$ cat src/pic_pkg.sv
// Shared constants of the prioritised interrupt controller.
// Assumes a single clock domain and a synchronous active-high reset.
package pic_pkg;
  localparam int          PIC_MAX_SRC    = 32;
  localparam int          PIC_ID_W       = 5;
  localparam int          PIC_PRIO_W     = 3;
  localparam int          PIC_NUM_LEVELS = 8;
  localparam logic [1:0]  PIC_TRIG_RISE  = 2'h0;
  localparam logic [1:0]  PIC_TRIG_FALL  = 2'h1;
  localparam logic [1:0]  PIC_TRIG_HIGH  = 2'h2;
  localparam logic [1:0]  PIC_TRIG_LOW   = 2'h3;
  localparam logic [7:0]  PIC_INSVC_RST  = 8'h00;
  localparam logic [4:0]  PIC_ID_RST     = 5'h00;
  localparam logic [2:0]  PIC_PRIO_RST   = 3'h0;
  localparam int          PIC_SYNC_CYC   = 2;
endpackage : pic_pkg
$ cat src/pic_ctrl.sv
// Prioritised interrupt controller: pending store, priority arbitration, nesting and fast path.
// Coded normal request and a separate fast request pair, both straight from registers.
// Assumes software-side controls are synchronous to clk; hardware sources go through pic_detect.
module pic_ctrl #(
  parameter int N = 32
) (
  input  wire logic                        clk,
  input  wire logic                        reset,
  input  wire logic [N-1:0]                src_in,
  input  wire logic [N-1:0]                sw_sel,
  input  wire logic [N-1:0]                sw_req,
  input  wire logic [N-1:0]                src_enable,
  input  wire logic [N-1:0]                src_mask,
  input  wire logic [2*N-1:0]              trig_type,
  input  wire logic [3*N-1:0]              src_prio,
  input  wire logic [pic_pkg::PIC_ID_W-1:0] fast_sel,
  input  wire logic                        ack,
  input  wire logic                        eoi,
  input  wire logic                        fast_clear,
  output logic                             irq,
  output logic                             irq_n,
  output logic [pic_pkg::PIC_ID_W-1:0]     irq_code,
  output logic [pic_pkg::PIC_PRIO_W-1:0]   irq_level,
  output logic                             fast_irq,
  output logic                             fast_irq_n,
  output logic [pic_pkg::PIC_ID_W-1:0]     cur_id,
  output logic                             cur_valid,
  output logic [N-1:0]                     pending,
  output logic [pic_pkg::PIC_NUM_LEVELS-1:0] in_service
);
  localparam int IW = pic_pkg::PIC_ID_W;
  localparam int PW = pic_pkg::PIC_PRIO_W;
  localparam int LV = pic_pkg::PIC_NUM_LEVELS;
  // Sources past the coded range keep detection and a pending bit but are never arbitrated, whatever N says
  localparam int NI = (N < pic_pkg::PIC_MAX_SRC) ? N : pic_pkg::PIC_MAX_SRC;

  typedef struct packed {
    logic [N-1:0]  pend;
    logic [LV-1:0] insvc;
    logic          req;
    logic [IW-1:0] code;
    logic [PW-1:0] code_prio;
    logic [IW-1:0] cur;
    logic          fast;
  } pic_state_s;

  pic_state_s st;
  pic_state_s next_st;

  logic [N-1:0]  detect;
  logic [N-1:0]  live;
  logic [N-1:0]  cand;
  logic [N-1:0]  fast_onehot;
  logic [N-1:0]  take_hot;
  logic          win_valid;
  logic [IW-1:0] win_id;
  logic [PW-1:0] win_prio;
  logic          svc_busy;
  logic [PW-1:0] svc_level;
  logic          take_ev;
  logic          end_ev;

  // Highest set level; used for the nesting threshold and for end of service
  function automatic logic [PW:0] top_level(input logic [LV-1:0] v);
    logic [PW:0] r;
    r = '0;
    for (int l = 0; l < LV; l++) begin
      if (v[l]) begin
        r = {1'b1, PW'(l)};
      end
    end
    return r;
  endfunction : top_level

  // One-hot decode of a source index; an index past the last built source gives zero
  function automatic logic [N-1:0] onehot_of(input logic [IW-1:0] id);
    logic [N-1:0] r;
    r = '0;
    for (int i = 0; i < NI; i++) begin
      r[i] = (id == IW'(i));
    end
    return r;
  endfunction : onehot_of

  // Priority field of one source
  function automatic logic [PW-1:0] prio_of(input logic [3*N-1:0] fields, input int i);
    return fields[PW*i +: PW];
  endfunction : prio_of

  pic_detect #(
    .N (N)
  ) u_detect (
    .clk       (clk),
    .reset     (reset),
    .src_in    (src_in),
    .sw_sel    (sw_sel),
    .sw_req    (sw_req),
    .trig_type (trig_type),
    .detect    (detect)
  );

  // Unbuilt source slots stay tied off, so nothing past NI reaches a request
  for (genvar g = 0; g < N; g++) begin : g_src
    if (g < NI) begin : g_used
      assign live[g] = st.pend[g] & src_enable[g] & ~src_mask[g];
    end else begin : g_unused
      assign live[g] = 1'b0;
    end
  end

  always_comb begin
    logic [PW:0] lvl;
    lvl         = top_level(st.insvc);
    svc_busy    = lvl[PW];
    svc_level   = lvl[PW-1:0];
    fast_onehot = onehot_of(fast_sel);

    // Fast source is kept out of arbitration so it is never serviced twice
    cand        = live & ~fast_onehot;
    win_valid   = 1'b0;
    win_id      = pic_pkg::PIC_ID_RST;
    win_prio    = pic_pkg::PIC_PRIO_RST;

    for (int i = 0; i < NI; i++) begin
      // Strictly greater keeps the lowest index among equals
      if (cand[i] && (!win_valid || prio_of(src_prio, i) > win_prio)) begin
        win_valid = 1'b1;
        win_id    = IW'(i);
        win_prio  = prio_of(src_prio, i);
      end
    end
  end

  // A take needs a standing request; an end of service needs a level in service
  assign take_ev  = ack && st.req;
  assign end_ev   = eoi && svc_busy;
  assign take_hot = onehot_of(st.code);

  always_comb begin
    next_st = st;

    // End of service clears the highest level in service
    if (end_ev) begin
      next_st.insvc[svc_level] = 1'b0;
    end

    // Service start comes after the clear, so a level set in the same cycle survives
    if (take_ev) begin
      next_st.pend                = next_st.pend & ~take_hot;
      next_st.insvc[st.code_prio] = 1'b1;
      next_st.cur                 = st.code;
    end

    if (fast_clear) begin
      next_st.pend = next_st.pend & ~fast_onehot;
    end

    // Set wins over clear, so a new event in the clearing cycle is kept
    next_st.pend = next_st.pend | (detect & src_enable);

    // Request only above the level in service, which gives nesting
    next_st.req       = win_valid && (!svc_busy || win_prio > svc_level);
    next_st.code      = win_valid ? win_id : st.code;
    next_st.code_prio = win_valid ? win_prio : st.code_prio;
    next_st.fast      = |(live & fast_onehot);
  end

  always_ff @(posedge clk) begin
    if (reset) begin
      st.pend      <= '0;
      st.insvc     <= pic_pkg::PIC_INSVC_RST;
      st.req       <= 1'b0;
      st.code      <= pic_pkg::PIC_ID_RST;
      st.code_prio <= pic_pkg::PIC_PRIO_RST;
      st.cur       <= pic_pkg::PIC_ID_RST;
      st.fast      <= 1'b0;
    end else begin
      st <= next_st;
    end
  end

  assign irq        = st.req;
  assign irq_n      = ~st.req;
  assign irq_code   = st.code;
  assign irq_level  = st.code_prio;
  assign fast_irq   = st.fast;
  assign fast_irq_n = ~st.fast;
  assign cur_id     = st.cur;
  assign cur_valid  = svc_busy;
  assign pending    = st.pend;
  assign in_service = st.insvc;
endmodule : pic_ctrl

$ cat src/pic_detect.sv
// Source front end: synchroniser, hardware/software select and trigger detection.
// Assumes hardware source inputs are asynchronous to clk.
module pic_detect #(
  parameter int N = 32
) (
  input  wire logic             clk,
  input  wire logic             reset,
  input  wire logic [N-1:0]     src_in,
  input  wire logic [N-1:0]     sw_sel,
  input  wire logic [N-1:0]     sw_req,
  input  wire logic [2*N-1:0]   trig_type,
  output logic      [N-1:0]     detect
);
  typedef struct packed {
    logic [N-1:0] s1;
    logic [N-1:0] s2;
    logic [N-1:0] prev;
  } pic_det_s;

  pic_det_s st;
  pic_det_s next_st;

  always_comb begin
    next_st      = st;
    next_st.s1   = src_in;
    next_st.s2   = st.s1;
    next_st.prev = st.s2;
    for (int i = 0; i < N; i++) begin
      if (sw_sel[i]) begin
        detect[i] = sw_req[i];
      end else begin
        case (trig_type[2*i +: 2])
          pic_pkg::PIC_TRIG_RISE: detect[i] = st.s2[i] & ~st.prev[i];
          pic_pkg::PIC_TRIG_FALL: detect[i] = ~st.s2[i] & st.prev[i];
          pic_pkg::PIC_TRIG_HIGH: detect[i] = st.s2[i];
          default:                detect[i] = ~st.s2[i];
        endcase
      end
    end
  end

  // Prev starts at zero, so a source held high through reset looks like a rising edge
  always_ff @(posedge clk) begin
    if (reset) begin
      st <= '0;
    end else begin
      st <= next_st;
    end
  end
endmodule : pic_detect

$ cat config.mk
export PLATFORM = sky130hd
export DESIGN_NAME = pic_ctrl
export DESIGN_NICKNAME = d
export VERILOG_FILES = /design/src/pic_pkg.sv /design/src/pic_ctrl.sv /design/src/pic_detect.sv
export SDC_FILE = /design/constraint.sdc
export NUM_CORES = 1
export LEC_CHECK = 0
export ABC_AREA = 1
export CAP_MARGIN = 20
export CORE_ASPECT_RATIO = 1.2
export CORE_MARGIN = 1.5
export CORE_UTILIZATION = 39
export CTS_CLUSTER_DIAMETER = 30
export DETAILED_ROUTE_END_ITERATION = 10
export DONT_BUFFER_PORTS = 1
export SKIP_CTS_REPAIR_TIMING = 1
export SYNTH_ARGS = -nofsm -noshare
export SYNTH_HDL_FRONTEND = slang
export SYNTH_SLANG_ARGS = --single-unit
$ cat constraint.sdc
create_clock -name clk -period 41.8 [get_ports clk]
set_input_delay 8.36 -clock clk [delete_from_list [all_inputs] [get_ports clk]]
set_output_delay 8.36 -clock clk [all_outputs]
set_load 0.03 [all_outputs]
==> results.txt <==
Die Y: 190 um
Worst Path Max Fanout: 7
Leak: 0.00692 uW
DRT antenna net count: 0
#FFs+latches synth: 151
Largest net degree at the start of global routing: 140
Iter 0 DRT Violations: 448
Pwr per Cell Area: 40.1 mW/mm^2
Reg2reg start: pending[0]
Clock tree buffer depth: 2
Post-route minimum period: 39.75 ns
CTS Sinks: 151
Synthesis Warnings: 0
Die area: 0.0303 mm^2
Min-delay src: u_detect.next_st[42]
Pint: 337 uW
Crit path top cell by count: nand2_2
Input/output buffers: 0
Slowest CP cell: ha_1
Worst r2r dst: irq
Fmax: 25.2 MHz
P_sw: 224 uW
Vias in the first global route: 11100
Wirelength, routed: 39700 um
Final Hold Fails: 0
Worst setup margin: 2.05 ns
Syn Inst Count: 1811
I/O pin cnt: 388
Hold Crit Depth: 2
Dominant synthesized flop cell: dfxtp_1
Pre-CTS WS: -1.96 ns
CTS tree: built
Max-slew violation count: 0
Status: completed
Worst hold path type: reg2reg
Grt total ovfl: 0
Crit Path Class: in2reg
Yosys cell types: 44
GRT met2 Usage: 0.435
CP max stage delay: 0.32 ns
Final instance area: 0.0140 mm^2
RePlAce Congestion: 0.908
Clk_skew: 0.0245 ns
Final net count: 2312
Met1 Use GR: 0.276
Htree depth: 4
CTS buffer count: 17
Drt wl/cell: 17.2 um
Skew-Pair Late Insertion Delay: 0.45 ns
Synth async-reset ratio: 0
Fill cells: 3045
Total global-route track usage: 0.247
Mapped cell area: 0.0114 mm^2
Placed Area: 0.0123 mm^2
Core area: 0.0288 mm^2
DRC errors left: 0
First-pass GRT wire length: 57300 um
Req. time, crit path: 42.16 ns
Sequential area share after synthesis: 0.265
Most frequent cells in the layout: 375 x inv_1, 272 x nand2_1, 235 x nor2_1
Via count: 11900
Max IR drop VDD: 0.0000310 V
Clock root buffer: clkbuf_16
Number of synthesized flops with an enable pin: 0
Total of max-cap violations: 0
Row count: 68
Area grow syn2layout: 22.7%
Reg-to-reg slack, setup: 9.29 ns
CP Capture Type: register
Multi-input logic area: 0.00760 mm^2
Worst EP arrival: 40.12 ns
Initial antenna violation count: 1
Worst Hold End: u_detect.next_st[10]
FF-to-FF path depth: 297
GR peak layer: met2
RSZ-0062 raised after global routing: yes
Startpoint Class: input pin
Starting Density: 0.396
Layout cells sized above 1: 0.217
Syn Area/Cell: 6.29 um^2
Synth Net Count: 2212
Die Wd: 159 um
Dpl hpwl: 33000 um
Clock share of power: 0.275
Iteration count of the initial detailed-routing pass: 4
DR vias/cell: 5.17
Rel. slew slack: 0.309
Final total power: 560 uW
Least-Margin Pin Slew: 1.03 ns
Sw frac: 0.399
Met3 Track Usage GR: 0.0600
Commonest non-fill, non-tap cell in the layout: inv_1
Seq. cell area: 0.00302 mm^2
Final setup violation count: 0
Clk pin slew, worst setup/hold paths: 0.07 ns
Power share of the sequential group: 0.316
Combinational fraction of design power: 0.408
Part of the cycle the worst path needs: 0.951
how the worst max path moves through the flow:
| stage | start | end | slack (ns) | depth (start not counted) |
|---|---|---|---|---|
| after floorplan | fast_sel[2] | irq | 1.58 | 291 |
| after global placement | src_enable[0] | irq | -1.21 | 285 |
| after detailed placement | src_enable[0] | irq | -1.96 | 289 |
| after CTS | src_enable[0] | irq | -1.71 | 289 |
| after global routing | src_enable[0] | irq | -0.57 | 302 |
| final | src_enable[0] | irq | 2.05 | 297 |
worst max-delay path, delay by kind of cell:
| kind | cells | cell delay (ns) |
|---|---|---|
| adder cells (fa/ha/maj) | 32 | 8.94 |
| AO/OA/AOI/OAI | 81 | 8.48 |
| buffers and inverters | 42 | 2.54 |
| AND/OR/NAND/NOR | 142 | 11.70 |
power groups by stage:
stage / sequential (uW) / clock (uW) / combinational [uW]
floorplan: 175 / 0 / 139
global placement: 180 / 0 / 176
detailed placement: 180 / 0 / 181
CTS: 177 / 159 / 182
global route: 178 / 165 / 257
finish: 177 / 154 / 229
cell usage after synthesis, types with 10 or more instances:
cell type  count  area share
a21oi_1       83       0.036
nor2_1       242       0.080
inv_1        384        0.13
nand2_4       16       0.016
o21ai_0      147       0.065
o31ai_1       33       0.022
nor4_1        11      0.0060
ha_1          71       0.078
dfxtp_1      151        0.27
o221ai_1      10      0.0077
nor3_1        26       0.011
nand3_2       31       0.027
a31oi_1       11      0.0060
o211ai_1      59       0.039
clkbuf_1      22      0.0072
nand2_1      315        0.10
nand2_2       71       0.039
nand3_1       69       0.030
cell families after synthesis:
logic type,Yosys count,synth area share
and+or+nand+nor,803,0.327
buffers and inverters,420,0.139
AOI/OAI and AO/OA,366,0.191
DFF,151,0.265
adders and majority gates,71,0.0780
through the flow:
stage                     instances  utilization  TNS (ns)  hold slack (ns)
final                          2309        0.486         0            0.398
after global routing           2309        0.486     -1.03            0.411
after CTS                      2267        0.447    -10.64            0.398
after detailed placement       2236        0.427    -12.85            0.392
after global placement         2236        0.427     -6.22            0.389
after floorplan                1811            -         0            0.388
cell type report:
type / instances / share of cell area
multi-input cells: 1240 / 0.544
well taps: 385 / 0.0345
flip-flops and latches: 151 / 0.216
clock inverters: 14 / 0.0112
clock buffers: 17 / 0.0304
repair buffers: 107 / 0.0580
inverters: 394 / 0.106
diodes: 1 / 0.000179
layer usage:
metal  up-vias  part of all wire
li1       6020                 -
met1      5421              0.40
met2       399              0.49
met3       108             0.062
met4         0             0.050
met5         -                 0
sequential cells by signal, summed over array words and instances (netlist names):
signal            cells
cur_id                5
u_detect.st          32
in_service            8
pending              32
irq                   1
fast_irq              1
irq_level             3
irq_code              5
u_detect.next_st     64
Note: power is estimated with default switching activity, not from simulation.
